==> src/verilog/dfm_defines.vh <==
// Overview of operation
// - Any fault stops the drive; each fault is type 1 or type 2.
// - Type 1 fault with nonzero attempt limit and nonzero delay loads the restart delay countdown while attempts used stay below the limit.
// - Countdown reaching zero starts an automatic reset attempt, no operator needed.
// - Automatic attempt clears and restarts only if the cause has gone.
// - Type 2 faults never auto-reset; clears refused while the cause persists.
// - Auto restart does fault reset then issues the drive's own start command.
// - Nonzero limit with zero delay clears F4, F5, F8 without restarting.
// - Active fault shows flashing fault number and flashing fault indicator.
// - Escape key acknowledges, blanks the flashing display, does not clear fault.
// - Most recent fault code kept in a readable latest fault code slot.
// - Keypad stop clears a correctable fault only when stop behaviour is 0..3.
// - Writing 1 or 2 to fault clear request clears a correctable fault.
// - Toggling a digital input whose function select is 7 clears a fault.
// - Open aux interlock raises F2 type 1; bus ripple raises F3 type 2.
// - Bus undervoltage raises F4, overvoltage raises F5; both type 1.
// - Failure to accelerate the motor raises F6, motor stalled.
// - Attempts failing for the full limit raise F33, type 2, manual clear.
`ifndef DFM_DEFINES_VH
`define DFM_DEFINES_VH

`define DFM_CLK_KHZ          20000
`define DFM_DELAY_UNIT_MS    100
`define DFM_FLASH_HALF_MS    500
`define DFM_DELAY_TICK_CYC   (`DFM_DELAY_UNIT_MS * `DFM_CLK_KHZ)
`define DFM_FLASH_HALF_CYC   (`DFM_FLASH_HALF_MS * `DFM_CLK_KHZ)

`define DFM_ADDR_LIMIT       6'h00
`define DFM_ADDR_DELAY       6'h04
`define DFM_ADDR_STOPSEL     6'h08
`define DFM_ADDR_CLEAR       6'h0c
`define DFM_ADDR_DINFUNC     6'h10
`define DFM_ADDR_STATUS      6'h14
`define DFM_ADDR_CODE        6'h18
`define DFM_ADDR_IRQSTS      6'h1c
`define DFM_ADDR_IRQMASK     6'h20

`define DFM_ST_ACTIVE        0
`define DFM_ST_TYPE2         1
`define DFM_ST_ACKED         2
`define DFM_ST_CODE_LSB      8
`define DFM_ST_TRIES_LSB     16

`define DFM_IRQ_FAULT        0
`define DFM_IRQ_AUTOCLR      1
`define DFM_IRQ_RESTART      2
`define DFM_IRQ_EXHAUST      3
`define DFM_IRQ_W            4

`define DFM_CODE_NONE        8'h00
`define DFM_CODE_AUX         8'h02
`define DFM_CODE_RIPPLE      8'h03
`define DFM_CODE_UNDERV      8'h04
`define DFM_CODE_OVERV       8'h05
`define DFM_CODE_STALL       8'h06
`define DFM_CODE_HEAT        8'h08
`define DFM_CODE_TRIES       8'h21

`define DFM_CLR_VAL_A        8'h01
`define DFM_CLR_VAL_B        8'h02
`define DFM_STOPSEL_MAX      8'h03
`define DFM_DIN_CLEAR_FUNC   8'h07

`define DFM_CI_AUX           0
`define DFM_CI_RIPPLE        1
`define DFM_CI_UNDERV        2
`define DFM_CI_OVERV         3
`define DFM_CI_STALL         4
`define DFM_CI_HEAT          5
`define DFM_NCOND            6

`endif

==> src/verilog/dfm_sync.v <==
`timescale 1ns/1ps
module dfm_sync #(
  parameter W = 1
) (
  input  wire         clk,
  input  wire         rst_n,
  input  wire [W-1:0] d,
  output wire [W-1:0] q
);
  reg [W-1:0] meta_q;
  reg [W-1:0] sync_q;

  // First stage feeds only the second
  always @(posedge clk or negedge rst_n) begin
    if (!rst_n) begin
      meta_q <= {W{1'b0}};
      sync_q <= {W{1'b0}};
    end else begin
      meta_q <= d;
      sync_q <= meta_q;
    end
  end

  assign q = sync_q;
endmodule

==> src/verilog/dfm_fault_mgr.v <==
`timescale 1ns/1ps
`include "dfm_defines.vh"
module dfm_fault_mgr #(
  parameter NUM_DIN           = 4,
  parameter DELAY_TICK_CYCLES = `DFM_DELAY_TICK_CYC,
  parameter FLASH_HALF_CYCLES = `DFM_FLASH_HALF_CYC
) (
  input  wire                 CLK_SYS,
  input  wire                 RESETN,
  input  wire [5:0]           AVS_ADDRESS,
  input  wire                 AVS_READ,
  input  wire                 AVS_WRITE,
  input  wire [31:0]          AVS_WRITEDATA,
  output wire [31:0]          AVS_READDATA,
  output wire                 AVS_WAITREQUEST,
  input  wire                 AUX_INTERLOCK_OPEN,
  input  wire                 BUS_RIPPLE_HIGH,
  input  wire                 BUS_UNDERVOLT,
  input  wire                 BUS_OVERVOLT,
  input  wire                 MOTOR_STALL,
  input  wire                 HEATSINK_OVERTEMP,
  input  wire                 KEY_STOP,
  input  wire                 KEY_ESC,
  input  wire [NUM_DIN-1:0]   DIG_IN,
  output wire                 DRIVE_STOP,
  output wire                 DRIVE_START,
  output wire                 FAULT_ACTIVE,
  output wire                 FAULT_NONRESETTABLE,
  output wire [7:0]           DISP_FAULT_CODE,
  output wire                 DISP_FAULT_IND,
  output wire                 IRQ
);

  localparam ST_OK    = 4'b0001;
  localparam ST_FAULT = 4'b0010;
  localparam ST_DELAY = 4'b0100;
  localparam ST_TRY   = 4'b1000;

  localparam NSYNC = `DFM_NCOND + 2 + NUM_DIN;

  // Pin synchronisation
  wire [NSYNC-1:0] pins_s;
  dfm_sync #(
    .W (NSYNC)
  ) u_sync (
    .clk   (CLK_SYS),
    .rst_n (RESETN),
    .d     ({DIG_IN, KEY_ESC, KEY_STOP, HEATSINK_OVERTEMP, MOTOR_STALL,
             BUS_OVERVOLT, BUS_UNDERVOLT, BUS_RIPPLE_HIGH, AUX_INTERLOCK_OPEN}),
    .q     (pins_s)
  );

  wire [`DFM_NCOND-1:0] cond  = pins_s[`DFM_NCOND-1:0];
  wire                  stop_s = pins_s[`DFM_NCOND];
  wire                  esc_s  = pins_s[`DFM_NCOND+1];
  wire [NUM_DIN-1:0]    din_s  = pins_s[NSYNC-1:`DFM_NCOND+2];

  reg                   stop_prev_q;
  reg                   esc_prev_q;
  reg [NUM_DIN-1:0]     din_prev_q;

  // Settings and state
  reg [7:0]             limit_q;
  reg [15:0]            delay_q;
  reg [7:0]             stopsel_q;
  reg [8*NUM_DIN-1:0]   din_func_q;
  reg [`DFM_IRQ_W-1:0]  irq_sts_q;
  reg [`DFM_IRQ_W-1:0]  irq_mask_q;
  reg [3:0]             state_q;
  reg [3:0]             state_d;
  reg [7:0]             code_q;
  reg [7:0]             code_d;
  reg [7:0]             orig_q;
  reg [7:0]             orig_d;
  reg [7:0]             tries_q;
  reg [7:0]             tries_d;
  reg [15:0]            dcnt_q;
  reg [15:0]            dcnt_d;
  reg [23:0]            tick_q;
  reg [23:0]            tick_d;
  reg                   acked_q;
  reg                   acked_d;
  reg                   start_q;
  reg                   start_d;
  reg [23:0]            flash_cnt_q;
  reg                   flash_q;
  reg [7:0]             disp_code_q;
  reg                   disp_ind_q;
  reg                   bus_ack_q;
  reg [31:0]            rdata_q;
  reg [31:0]            rdata_d;
  reg                   ev_fault;
  reg                   ev_autoclr;
  reg                   ev_restart;
  reg                   ev_exhaust;
  reg                   din_clr;
  integer               i;

  // Bus handshake: one wait cycle, then the access completes
  wire req     = AVS_READ | AVS_WRITE;
  wire wr_en   = AVS_WRITE & bus_ack_q;
  wire rd_en   = AVS_READ & bus_ack_q;
  wire [5:0] wa = {AVS_ADDRESS[5:2], 2'b00};

  assign AVS_WAITREQUEST = req & ~bus_ack_q;
  assign AVS_READDATA    = rdata_q;

  function cause_on;
    input [7:0]            code;
    input [`DFM_NCOND-1:0] c;
    begin
      case (code)
        `DFM_CODE_AUX:    cause_on = c[`DFM_CI_AUX];
        `DFM_CODE_RIPPLE: cause_on = c[`DFM_CI_RIPPLE];
        `DFM_CODE_UNDERV: cause_on = c[`DFM_CI_UNDERV];
        `DFM_CODE_OVERV:  cause_on = c[`DFM_CI_OVERV];
        `DFM_CODE_STALL:  cause_on = c[`DFM_CI_STALL];
        `DFM_CODE_HEAT:   cause_on = c[`DFM_CI_HEAT];
        default:          cause_on = 1'b0;
      endcase
    end
  endfunction

  function is_type2;
    input [7:0] code;
    begin
      is_type2 = (code == `DFM_CODE_RIPPLE) || (code == `DFM_CODE_TRIES);
    end
  endfunction

  // Type 2 checked first so it is never masked by a resettable one
  reg [7:0] new_code;
  always @* begin
    new_code = `DFM_CODE_NONE;
    if (cond[`DFM_CI_RIPPLE])
      new_code = `DFM_CODE_RIPPLE;
    else if (cond[`DFM_CI_AUX])
      new_code = `DFM_CODE_AUX;
    else if (cond[`DFM_CI_UNDERV])
      new_code = `DFM_CODE_UNDERV;
    else if (cond[`DFM_CI_OVERV])
      new_code = `DFM_CODE_OVERV;
    else if (cond[`DFM_CI_STALL])
      new_code = `DFM_CODE_STALL;
    else if (cond[`DFM_CI_HEAT])
      new_code = `DFM_CODE_HEAT;
  end

  always @* begin
    din_clr = 1'b0;
    for (i = 0; i < NUM_DIN; i = i + 1) begin
      if ((din_s[i] != din_prev_q[i]) &&
          (din_func_q[i*8 +: 8] == `DFM_DIN_CLEAR_FUNC))
        din_clr = 1'b1;
    end
  end

  wire stop_clr = stop_s & ~stop_prev_q & (stopsel_q <= `DFM_STOPSEL_MAX);
  wire wr_clr   = wr_en & (wa == `DFM_ADDR_CLEAR) &
                  ((AVS_WRITEDATA[7:0] == `DFM_CLR_VAL_A) ||
                   (AVS_WRITEDATA[7:0] == `DFM_CLR_VAL_B));
  wire clr_req  = stop_clr | wr_clr | din_clr;
  wire esc_edge = esc_s & ~esc_prev_q;
  wire tick_end = (tick_q == DELAY_TICK_CYCLES - 1);
  wire zero_dly = (delay_q == 16'h0000);
  wire fast_clr = (code_d == `DFM_CODE_UNDERV) || (code_d == `DFM_CODE_OVERV) ||
                  (code_d == `DFM_CODE_HEAT);

  // Fault sequencer
  always @* begin
    state_d    = state_q;
    code_d     = code_q;
    orig_d     = orig_q;
    tries_d    = tries_q;
    dcnt_d     = dcnt_q;
    tick_d     = tick_q;
    acked_d    = acked_q;
    start_d    = 1'b0;
    ev_fault   = 1'b0;
    ev_autoclr = 1'b0;
    ev_restart = 1'b0;
    ev_exhaust = 1'b0;
    if (esc_edge && state_q != ST_OK)
      acked_d = 1'b1;
    case (state_q)
      ST_OK: begin
        if (|cond) begin
          code_d   = new_code;
          orig_d   = new_code;
          acked_d  = 1'b0;
          ev_fault = 1'b1;
          state_d  = ST_FAULT;
          if (!is_type2(new_code) && limit_q != 8'h00) begin
            if (tries_q >= limit_q) begin
              code_d     = `DFM_CODE_TRIES;
              ev_exhaust = 1'b1;
            end else if (zero_dly) begin
              if (fast_clr)
                state_d = ST_TRY;
            end else begin
              state_d = ST_DELAY;
              dcnt_d  = delay_q;
              tick_d  = 24'h000000;
            end
          end
        end
      end
      ST_DELAY: begin
        if (clr_req && !cause_on(orig_q, cond)) begin
          state_d = ST_OK;
          tries_d = 8'h00;
        end else if (tick_end) begin
          tick_d = 24'h000000;
          dcnt_d = dcnt_q - 16'h0001;
          if (dcnt_q == 16'h0001)
            state_d = ST_TRY;
        end else begin
          tick_d = tick_q + 24'h000001;
        end
      end
      ST_TRY: begin
        tries_d = zero_dly ? tries_q : tries_q + 8'h01;
        if (!cause_on(orig_q, cond)) begin
          state_d    = ST_OK;
          ev_autoclr = 1'b1;
          if (!zero_dly) begin
            start_d    = 1'b1;
            ev_restart = 1'b1;
          end
        end else if (zero_dly) begin
          state_d = ST_TRY;
        end else if (tries_d >= limit_q) begin
          state_d    = ST_FAULT;
          code_d     = `DFM_CODE_TRIES;
          acked_d    = 1'b0;
          ev_exhaust = 1'b1;
        end else begin
          state_d = ST_DELAY;
          dcnt_d  = delay_q;
          tick_d  = 24'h000000;
        end
      end
      ST_FAULT: begin
        if (clr_req && !cause_on(orig_q, cond)) begin
          state_d = ST_OK;
          tries_d = 8'h00;
        end
      end
      default: state_d = ST_FAULT;
    endcase
  end

  always @(posedge CLK_SYS or negedge RESETN) begin
    if (!RESETN) begin
      state_q     <= ST_OK;
      code_q      <= `DFM_CODE_NONE;
      orig_q      <= `DFM_CODE_NONE;
      tries_q     <= 8'h00;
      dcnt_q      <= 16'h0000;
      tick_q      <= 24'h000000;
      acked_q     <= 1'b0;
      start_q     <= 1'b0;
      stop_prev_q <= 1'b0;
      esc_prev_q  <= 1'b0;
      din_prev_q  <= {NUM_DIN{1'b0}};
    end else begin
      state_q     <= state_d;
      code_q      <= code_d;
      orig_q      <= orig_d;
      tries_q     <= tries_d;
      dcnt_q      <= dcnt_d;
      tick_q      <= tick_d;
      acked_q     <= acked_d;
      start_q     <= start_d;
      stop_prev_q <= stop_s;
      esc_prev_q  <= esc_s;
      din_prev_q  <= din_s;
    end
  end

  assign DRIVE_STOP          = (state_q != ST_OK);
  assign DRIVE_START         = start_q;
  assign FAULT_ACTIVE        = (state_q != ST_OK);
  assign FAULT_NONRESETTABLE = (state_q != ST_OK) && is_type2(code_q);

  // Keypad flashing
  always @(posedge CLK_SYS or negedge RESETN) begin
    if (!RESETN) begin
      flash_cnt_q <= 24'h000000;
      flash_q     <= 1'b0;
      disp_code_q <= `DFM_CODE_NONE;
      disp_ind_q  <= 1'b0;
    end else begin
      if (flash_cnt_q == FLASH_HALF_CYCLES - 1) begin
        flash_cnt_q <= 24'h000000;
        flash_q     <= ~flash_q;
      end else begin
        flash_cnt_q <= flash_cnt_q + 24'h000001;
      end
      if (state_q != ST_OK && !acked_q && flash_q) begin
        disp_code_q <= code_q;
        disp_ind_q  <= 1'b1;
      end else begin
        disp_code_q <= `DFM_CODE_NONE;
        disp_ind_q  <= 1'b0;
      end
    end
  end

  assign DISP_FAULT_CODE = disp_code_q;
  assign DISP_FAULT_IND  = disp_ind_q;

  // Read data sampled in the wait cycle
  always @* begin
    rdata_d = 32'h00000000;
    case (wa)
      `DFM_ADDR_LIMIT:   rdata_d[7:0]  = limit_q;
      `DFM_ADDR_DELAY:   rdata_d[15:0] = delay_q;
      `DFM_ADDR_STOPSEL: rdata_d[7:0]  = stopsel_q;
      `DFM_ADDR_DINFUNC: rdata_d[8*NUM_DIN-1:0] = din_func_q;
      `DFM_ADDR_STATUS: begin
        rdata_d[`DFM_ST_ACTIVE] = (state_q != ST_OK);
        rdata_d[`DFM_ST_TYPE2]  = FAULT_NONRESETTABLE;
        rdata_d[`DFM_ST_ACKED]  = acked_q;
        rdata_d[`DFM_ST_CODE_LSB +: 8]  = code_q;
        rdata_d[`DFM_ST_TRIES_LSB +: 8] = tries_q;
      end
      `DFM_ADDR_CODE:    rdata_d[7:0] = code_q;
      `DFM_ADDR_IRQSTS:  rdata_d[`DFM_IRQ_W-1:0] = irq_sts_q;
      `DFM_ADDR_IRQMASK: rdata_d[`DFM_IRQ_W-1:0] = irq_mask_q;
      default:           rdata_d = 32'h00000000;
    endcase
  end

  // Events caught between sampling and clearing survive the read
  wire [`DFM_IRQ_W-1:0] ev_vec = {ev_exhaust, ev_restart, ev_autoclr, ev_fault};
  wire [`DFM_IRQ_W-1:0] rd_clr = (rd_en && wa == `DFM_ADDR_IRQSTS) ?
                                 rdata_q[`DFM_IRQ_W-1:0] : {`DFM_IRQ_W{1'b0}};

  always @(posedge CLK_SYS or negedge RESETN) begin
    if (!RESETN) begin
      bus_ack_q  <= 1'b0;
      rdata_q    <= 32'h00000000;
      limit_q    <= 8'h00;
      delay_q    <= 16'h0000;
      stopsel_q  <= 8'h00;
      din_func_q <= {8*NUM_DIN{1'b0}};
      irq_sts_q  <= {`DFM_IRQ_W{1'b0}};
      irq_mask_q <= {`DFM_IRQ_W{1'b0}};
    end else begin
      bus_ack_q <= req & ~bus_ack_q;
      if (AVS_READ && !bus_ack_q)
        rdata_q <= rdata_d;
      irq_sts_q <= (irq_sts_q & ~rd_clr) | ev_vec;
      if (wr_en) begin
        case (wa)
          `DFM_ADDR_LIMIT:   limit_q    <= AVS_WRITEDATA[7:0];
          `DFM_ADDR_DELAY:   delay_q    <= AVS_WRITEDATA[15:0];
          `DFM_ADDR_STOPSEL: stopsel_q  <= AVS_WRITEDATA[7:0];
          `DFM_ADDR_DINFUNC: din_func_q <= AVS_WRITEDATA[8*NUM_DIN-1:0];
          `DFM_ADDR_IRQMASK: irq_mask_q <= AVS_WRITEDATA[`DFM_IRQ_W-1:0];
          default:           limit_q    <= limit_q;
        endcase
      end
    end
  end
  assign IRQ = |(irq_sts_q & irq_mask_q);

endmodule

==> config.mk <==
export PLATFORM = sky130hd
export DESIGN_NAME = dfm_fault_mgr
export DESIGN_NICKNAME = d
export VERILOG_FILES = /design/src/verilog/dfm_sync.v /design/src/verilog/dfm_fault_mgr.v
export VERILOG_INCLUDE_DIRS = /design/src /design/src/verilog
export SDC_FILE = /design/constraint.sdc
export NUM_CORES = 1
export LEC_CHECK = 0
export BUFFER_PORTS_ARGS = -buffer_cell sky130_fd_sc_hd__buf_2
export CORE_MARGIN = 2
export CORE_UTILIZATION = 30
export CTS_BUF_LIST = sky130_fd_sc_hd__clkbuf_4 sky130_fd_sc_hd__clkbuf_8
export DETAILED_ROUTE_END_ITERATION = 12
export GPL_ROUTABILITY_DRIVEN = 1
export GPL_TIMING_DRIVEN = 0
export SLEW_MARGIN = 15
export SYNTH_ARGS = -nofsm -noshare
export SYNTH_HDL_FRONTEND = slang
export SYNTH_SLANG_ARGS = --single-unit
==> constraint.sdc <==
create_clock -name CLK_SYS -period 7.1 [get_ports CLK_SYS]
set_input_delay 1.42 -clock CLK_SYS [delete_from_list [all_inputs] [get_ports CLK_SYS]]
set_output_delay 1.42 -clock CLK_SYS [all_outputs]
set_load 0.05 [all_outputs]
# == After elaboration in Yosys (flattened, before gate mapping) ==
# Index checks and enable logic that the tools add are counted.
# op_classes
add_sub_neg,4
n_mul,0
n_div,0
n_lt_le_gt_ge,3
eq_ne,52
shifts,0
mux,88
n_bitwise,19
n_reduce_logical,40
# ops
op,count
2-to-1 mux 24 bit,10
2-to-1 mux 16 bit,9
2-to-1 mux 8 bit,13
== test 8 x 3 -> 1 bit (second input constant),9
case mux 24 bit (3 select lines),1
2-to-1 mux 4 bit,16
adder 24 x 1 -> 24 bit (second input constant),2
case mux 16 bit (3 select lines),1
case mux 8 bit (3 select lines),2
== test 8 x 2 -> 1 bit (second input constant),5
case mux 8 bit (2 select lines),2
2-to-1 mux 1 bit,26
== test 24 x 21 -> 1 bit (second input constant),1
== test 24 bit (second input constant),1
case mux 3 bit (8 select lines),1
inequality test 2 bit (second input constant),11
== test 4 x 3 -> 1 bit (second input constant),5
case mux 4 bit (5 select lines),1
== test 16 x 1 -> 1 bit (second input constant),1
== test 8 x 4 -> 1 bit (second input constant),2
== test 8 x 6 -> 1 bit (second input constant),2
>= comparator 8 bit,2
logical NOT 16 bit,1
case mux 4 bit (4 select lines),1
other kinds (33),81
# word_totals
reg_bits,239
latchBits,0
ram_bits,0
romBits,0
input_bits,54
out_inout_bits,47
wordCells,231
memories,0

# == Longest topological paths before layout ==
# Gate-level depths: netlist (run 1).
# depth
depth_word,22
depth_mapped,18
ltp_nobuf,15

# == Hierarchy ==
# From an unflattened synthesis (run 1), not the netlist that was laid out.
# unflattened
hier_cells,1067
area_unflattened_um2,10983.0
# modules_own_cells
mod,instances,cells_per_inst,area_each_um2,seq_area_each_um2
dfm_fault_mgr,1,1043,10382.5,5281.3
dfm_sync,1,24,600.6,600.6

# == Least setup slack after synthesis (run 1) ==
# Ideal clock, no wire load.
# synth_path
kind,register to output
from,register state_q[0]
to,output port FAULT_NONRESETTABLE
arrival_time_ns,2.495
required_time_ns,5.680
slack_ns,3.185
stages_incl_launch_ff,6
path_buffers,1
cell_sequence,dfstp_2 buf_2 nor4b_4 inv_4 nand2_1 nor4_1
# synth_via
elab_chain_cells,2
# synth_rtl
element,line,text
"start, declared",dfm_fault_mgr.v:69,reg [3:0] state_q;
"start signal, assigned",dfm_fault_mgr.v:267,state_q <= state_d;
inequality test 4 x 1 -> 1 bit,-,
named net DRIVE_STOP,dfm_fault_mgr.v:25,"output wire DRIVE_STOP,"
logical AND 1 bit,dfm_fault_mgr.v:284,assign FAULT_NONRESETTABLE = (state_q != ST_OK) && is_type2(code_q);
"end, declared",dfm_fault_mgr.v:28,"output wire FAULT_NONRESETTABLE,"
# The timed path passes the listed nets, and every way through them passes these cells.

# == Worst setup path after layout (run 1) ==
# layout_path
from,register delay_q[11]
to,register tick_q[3]
# layout_via
elab_chain_cells,5
elab_cells_between_ends,7
classes_between,order compare (1); eq/ne (3); mux (1); reduce/logical (2)
# layout_rtl
element,line,text
"start, declared",dfm_fault_mgr.v:64,reg [15:0] delay_q;
"start signal, assigned",dfm_fault_mgr.v:358,`DFM_ADDR_DELAY: delay_q <= AVS_WRITEDATA[15:0];
logical NOT 16 bit *,dfm_fault_mgr.v:165,wire zero_dly = (delay_q == 16'h0000);
2-to-1 mux 8 bit,dfm_fault_mgr.v:222,tries_d = zero_dly ? tries_q : tries_q + 8'h01;
>= comparator 8 bit,dfm_fault_mgr.v:232,end else if (tries_d >= limit_q) begin
inequality test 2 bit (no source line),-,
AND reduction 9 bit (no source line) *,-,
"end signal, assigned",dfm_fault_mgr.v:272,tick_q <= tick_d;
"end, declared",dfm_fault_mgr.v:79,reg [23:0] tick_q;
# Every way passes the cells marked *; elsewhere a longest branch is shown, timed or not.
# A chain may end at the register's enable or synchronous reset.

==> results of run 1 <==
## cell type report
type,count,area [um2]
plain buffers,50,219
clock buffers,65,832
clock inverters,9,123
fillers,3756,23400
inverters,21,81.3
multi-input cells,784,5070
flip-flops and latches,235,5880
well taps,468,586
repair buffers,99,551
## path summary, 6_finish.rpt
| check | from | endpoint | depth (start not counted) |
|---|---|---|---|
| worst max-delay path | delay_q[11] | tick_q[3] | 17 |
| worst min-delay path | u_sync.meta_q[8] | u_sync.q[8] | 0 |
| worst max register to register | delay_q[11] | tick_q[3] | 17 |
| worst min register to register | u_sync.meta_q[8] | u_sync.q[8] | 0 |
| max in group asynchronous | RESETN | state_q[0] | 3 |
| min in group asynchronous | RESETN | din_func_q[30] | 1 |
## layer usage
| layer | global-route usage | up-vias |
|---|---|---|
| met2 | 0.239 | 294 |
| met5 | 0 | - |
| met1 | 0.230 | 4456 |
| met3 | 0.0330 | 69 |
| met4 | 0.0604 | 0 |
| li1 | - | 4285 |
## stage by stage
| stage | utilization | power [W] | cell area [um2] |
|---|---|---|---|
| 2_1_floorplan | - | 0.00225 | 11200 |
| 3_3_place_gp | 0.335 | 0.00251 | 12300 |
| 3_5_place_dp | 0.337 | 0.00253 | 12400 |
| 4_1_cts | 0.363 | 0.00397 | 13300 |
| 5_1_grt | 0.363 | 0.00416 | 13300 |
| 6_report | 0.363 | 0.00393 | 13300 |
## cell usage in the layout, fill, tap and decap left out, types with 4 or more instances in the layout
master / n
nor2b_1: 11
and2_1: 16
clkbuf_8: 55
clkbuf_1: 31
a21oi_1: 52
nor4b_1: 7
dfrtp_1: 234
nor4_1: 16
a22o_1: 10
xor2_1: 19
or3_1: 6
inv_1: 19
nor4bb_1: 4
or4_1: 4
a31oi_1: 12
buf_2: 106
a21o_1: 5
a222oi_1: 10
clkinv_2: 5
nand3_1: 27
buf_1: 6
o21a_1: 4
o21ai_0: 78
nand2_1: 128
nand4_1: 14
and4_1: 7
clkbuf_4: 10
a22oi_1: 23
o21ai_1: 34
nor2_1: 70
and3_1: 19
ha_1: 21
o31ai_1: 19
o22ai_1: 6
xnor2_1: 14
mux2_2: 60
nor3_1: 14
nand2b_1: 11
## flip-flops by register name (all words and copies together) (netlist names), 4 cells and up
signal	count
irq_sts_q	4
u_sync.q	12
delay_q	16
orig_q	4
limit_q	8
tries_q	8
din_prev_q	4
irq_mask_q	4
u_sync.meta_q	12
state_q	4
din_func_q	32
code_q	8
dcnt_q	16
AVS_READDATA	32
tick_q	24
stopsel_q	8
flash_cnt_q	24
DISP_FAULT_CODE	8
## kinds of logic after synthesis
family                   after synthesis  synth area share
buffers and inverters                 71            0.0267
AO/OA/AOI/OAI                        285             0.159
XOR/XNOR                              33            0.0257
AND/OR/NAND/NOR                      379             0.176
adder cells (fa/ha/maj)               21            0.0234
multiplexers                          66            0.0658
flip-flops                           235             0.523
## critical path: cells and delay by family (launching register included)
kind / cells / cell delay (ns)
simple gates: 8 / 1.90
buf+inv: 3 / 0.93
compound gates: 4 / 0.88
flops: 1 / 0.44
fa+ha+maj: 1 / 0.33
xor+xnor: 1 / 0.09
## power groups by stage
stage,Sequential [W],Combinational (W),Clock [W]
finish,0.00175,0.000768,0.00142
global route,0.00177,0.000855,0.00153
CTS,0.00174,0.000768,0.00146
detailed placement,0.00176,0.000766,0
global placement,0.00176,0.000747,0
floorplan,0.00170,0.000544,0
==> impl_metrics.ini, run 1 <==
[timing]
max_slew_margin = 0.363
setup_slack_ns = 2.42
grt_setup_unrepaired = false
worst-slew-pin-transition_ns = 0.948
finalSetupViolCount = 0
timing.final.hold_violations = 0
timing.clock.skew_ns = 0.0296
fin_crit_ns = 4.68
drv_slew = 0
holdWs_ns = 0.341
fin_crit_sh = 0.660
fmaxAchievable_mhz = 214
final.setup.tns_ns = 0

[grt]
grt_start_max_net_pins = 88
grt_first_pass_wirelength_um = 49600
globalRouteTotalUtil = 0.161
grt_overflow_total = 0
first_global_vias = 8841
initial_antenna_violation_count = 0

[routing]
post_route_wl_um = 31300
post_drt_via_cell_ratio = 5.26
detail_route.iter0.violations = 746
drtAntennaViolNets = 0
route.met2.wl_um = 13800
route.vias.total = 9104
m1WireLength_um = 14400
wire_per_inst_um = 18.1
wl_met3_um = 2040
drcViolationCount = 0
topRoutingLayerUsed = met4
dr.pass1.iters = 6

[critical_path]
crit_arrival_ns = 5.12
timing.critical_path.required_ns = 7.54
r2r_slack_ns = 2.42
worst_setup_path_end_kind = flop
cp_common_cell = nand3_1
timing.setup.critical_path_class = reg2reg
timing.critical_path.cells = nor4_1 > nand4_1 > clkbuf_1 > and4_1 > and3_1 > nand3_1 > xnor2_1 > ha_1 > nand3_1 > o31ai_1 > o21ai_1 > nand3_1 > or2_1 > buf_2 > clkbuf_1 > o21ai_1 > o31ai_1
timing.critical_path.from_type = flop
critical_path_peak_fanout = 10
critical_path.slowest_cell = o31ai_1
worst_path_largest_cell_delay_ns = 0.51

[synth]
synth.net_count = 1165
post_synth_num_cell_types = 74
number_of_flops_mapped_to_enable_cells_by_yosys = 0
synth.largest_area_cell = dfrtp_1
syn_inst = 1090
synth_most_common_cell = dfrtp_1
postSynth.asyncResetShare = 1.00
synthesis.area_per_instance_um2 = 10.3
synth_warnings = 0
seq_area_frac_synth = 0.523
synth.top_cells.by_count = dfrtp_1 (234), nand2_1 (128), o21ai_0 (78)
yosys_register_bits = 235
yosys_most_used_dff = dfrtp_1
synth.area.top_cells = dfrtp_1 (52%), mux2_2 (6.0%), nand2_1 (4.3%), o21ai_0 (3.5%), ha_1 (2.3%)
mappedNetlistArea_um2 = 11200
post-synth-top-area-fraction = 0.521

[clock_network]
cts_htree_levels = 2
cts_max_path_buffers = 3
cts_tree = done
cts_root_buf = clkbuf_8
quantity_of_gates_resized_following_cts = 0
clock_insertion_delay_worst_skew_ns = 0.55
tritoncts_num_sinks = 235
cts_inserted_buffers = 41
hold_buffers = 0
cts_post_setup_buffers_inserted = 0
clk_transition_reported_paths_ns = 0.06

[cells_and_area]
finish.net_count = 1307
layoutNonFillerInstCount = 1731
n_antenna_cell = 0
areaGrowthSynthToFinish_pct = 18.7
drive_above_1_share = 0.212

[pwr]
seq_power_share = 0.445
p_leak_nw = 5.97
power.switching_fraction = 0.314
vdd_drop_max_uv = 135
p_int_w = 0.00270
pwrdens_nw_per_um2 = 295
power_frac_comb = 0.195
pwr-share-clk = 0.360
netSwitchingPower_w = 0.00124

[floorplan]
floorplan.initialDensity = 0.306
row_count = 70
fp.dieH_um = 198
io_pins = 101
core_area_um2 = 36800
die_width_um = 198
design.die.area_um2 = 39000

[placed_design]
setup_ws_pre_cts_ns = 2.44
post-dp-hpwl_um = 22500
finalWeightedCongestion = 0.927
number_of_cells_after_detailed_placement = 1657
placement.io_buffers = 97

[flow_run]
timing.max_cap.violations = 0

[outcome]
status = completed

[hold_path]
worst_hold_path_type = reg2reg
No activity file was read; power rests on OpenSTA's default activity.
==> run 2, diff against run 1 <==
==> constraint.sdc (replaced) <==
create_clock -name CLK_SYS -period 3.9 [get_ports CLK_SYS]
set_input_delay 0.78 -clock CLK_SYS [delete_from_list [all_inputs] [get_ports CLK_SYS]]
set_output_delay 0.78 -clock CLK_SYS [all_outputs]
set_load 0.05 [all_outputs]
==> impl_metrics.ini, run 2 (synthesis results as in run 1) <==
[outcome]
status = finished with violations
violated_checks = negative setup slack

[routing]
route.vias.total = 9219
drtAntennaViolNets = 0
wire_per_inst_um = 18.3
post_route_wl_um = 32000
dr.pass1.iters = 5
drcViolationCount = 0
detail_route.iter0.violations = 710
post_drt_via_cell_ratio = 5.28

[timing]
max_slew_margin = 0.361
setup_slack_ns = -0.0164
fmaxAchievable_mhz = 255
fin_crit_sh = 1.00
timing.final.hold_violations = 0
drv_slew = 0
worst-slew-pin-transition_ns = 0.951
finalSetupViolCount = 4
grt_setup_unrepaired = true
fin_crit_ns = 3.92
timing.clock.skew_ns = 0.0286

[critical_path]
reg2reg_from = delay_q[12]
crit_start = delay_q[12]
crit_arrival_ns = 4.33
ff2ff_path_depth = 15
timing.critical_path.from_type = flop
worst_setup_path_end_kind = flop
critical_path_peak_fanout = 10
critical_path.reg2reg.endpoint = tick_q[3]
r2r_slack_ns = -0.02
worst_path_largest_cell_delay_ns = 0.54
timing.critical_path.required_ns = 4.31
critical_path.slowest_cell = or4_4
timing.setup.critical_path_class = reg2reg
timing.critical_path.to = tick_q[3]
timing.critical_path.cells = nor4_4 > nand4_1 > clkbuf_8 > buf_6 > mux2_2 > ha_4 > or4_4 > a21oi_4 > o31ai_4 > o21ai_2 > nand3_4 > or2_4 > clkbuf_8 > o21ai_1 > o31ai_4

[placed_design]
post-dp-hpwl_um = 22500
finalWeightedCongestion = 0.927
placement.io_buffers = 97
setup_ws_pre_cts_ns = -0.757

[cells_and_area]
final_common_cell = dfrtp_1
n_antenna_cell = 0
nFillCells = 3707
finish.net_count = 1323
most-common-layout-cells = dfrtp_1 (231), nand2_1 (127), buf_2 (100), o21ai_0 (78), nor2_1 (70)
areaGrowthSynthToFinish_pct = 23.7
drive_above_1_share = 0.263

[grt]
initial_antenna_violation_count = 0
grt_overflow_total = 0
globalRouteTotalUtil = 0.163
grt_start_max_net_pins = 88
grt_first_pass_wirelength_um = 50100
first_global_vias = 8944

[pwr]
fin_total_pwr_w = 0.00737
vdd_drop_max_uv = 248
pwrdens_nw_per_um2 = 530
p_leak_nw = 6.19

[floorplan]
row_count = 70
fp.dieH_um = 198
design.die.area_um2 = 39000
die_width_um = 198
floorplan.initialDensity = 0.306
core_area_um2 = 36800
io_pins = 101

[clock_network]
cts_tree = done
cts_root_buf = clkbuf_8
clock_insertion_delay_worst_skew_ns = 0.55
hold_buffers = 0
clk_transition_reported_paths_ns = 0.06
cts_inserted_buffers = 41
tritoncts_num_sinks = 235
cts_htree_levels = 2
cts_max_path_buffers = 3

[flow_run]
timing.max_cap.violations = 0

[hold_path]
worst_hold_path_type = in2async
run 2: cell count changes in the layout (fill, tap and decap cells not counted), sizes merged:
cell | before | now
buf | 118 | 132
clkbuf | 96 | 97
bufbuf | 0 | 1
run 2: repair_timing:
item / 4_1_cts / 5_1_grt
setup buffers: 7 / 8
endpoints found under the hold margin: 0 / 0
endpoints found under the setup margin: 44 / 42
pin swaps: 13 / 8
gates resized for setup: 42 / 44
gates cloned: 1 / 1
run 2: routing by layer:
layer / part of all wire / global-route usage / wire length [um]
met1: 0.46 / 0.233 / 14700
met2: 0.45 / 0.241 / 14300
met3: 0.063 / 0.0340 / 2020
met4: 0.030 / 0.0604 / 968
met5: 0 / 0 / 0
run 2: worst max-delay path, delay by kind of cell (launching register included):
family	cells	cell delay, ns
flops	1	0.44
mux	1	0.29
fa+ha+maj	1	0.16
buf+inv	3	0.54
compound gates	5	0.80
simple gates	5	1.53
run 2: metrics by stage:
| stage | area [um2] | hold WS (ns) | instances | TNS, ns | utilization |
|---|---|---|---|---|---|
| 3_3_place_gp | 12300 | 0.334 | 1655 | -529.94 | 0.335 |
| 2_1_floorplan | 11200 | 0.331 | 1090 | 0 | - |
| 6_report | 13900 | 0.184 | 1747 | -0.0341 | 0.378 |
| 3_5_place_dp | 12400 | 0.336 | 1657 | -26.82 | 0.337 |
| 5_1_grt | 13900 | 0.207 | 1747 | -3.44 | 0.378 |
| 4_1_cts | 13600 | 0.191 | 1738 | -0.0549 | 0.370 |
run 2: cell type report:
class | instances | area [um2] | area share
Buffer | 49 | 295 | 0.0212
Clock inverter | 9 | 123 | 0.00882
Clock buffer | 65 | 832 | 0.0598
Timing Repair Buffer | 116 | 728 | 0.0524
Sequential cell | 235 | 5890 | 0.423
Inverter | 21 | 81.3 | 0.00585
Tap cell | 468 | 586 | 0.0421
Multi-Input combinational cell | 784 | 5370 | 0.386
run 2: where the power goes:
part           internal (W)  switching (W)
clock network       0.00155        0.00103
registers           0.00278       0.000419
logic              0.000702       0.000889
total               0.00504        0.00234
run 2: worst min path at each step:
stage                      from         endpoint  slack [ns]  depth (start not counted)
4_1_cts                  RESETN  AVS_READDATA[2]        0.19                          1
3_5_place_dp   u_sync.meta_q[4]      u_sync.q[4]        0.34                          0
3_3_place_gp   u_sync.meta_q[6]      u_sync.q[6]        0.33                          0
2_1_floorplan  u_sync.meta_q[0]      u_sync.q[0]        0.33                          0
5_1_grt                  RESETN  AVS_READDATA[2]        0.21                          1
6_report                 RESETN   din_func_q[30]        0.18                          1
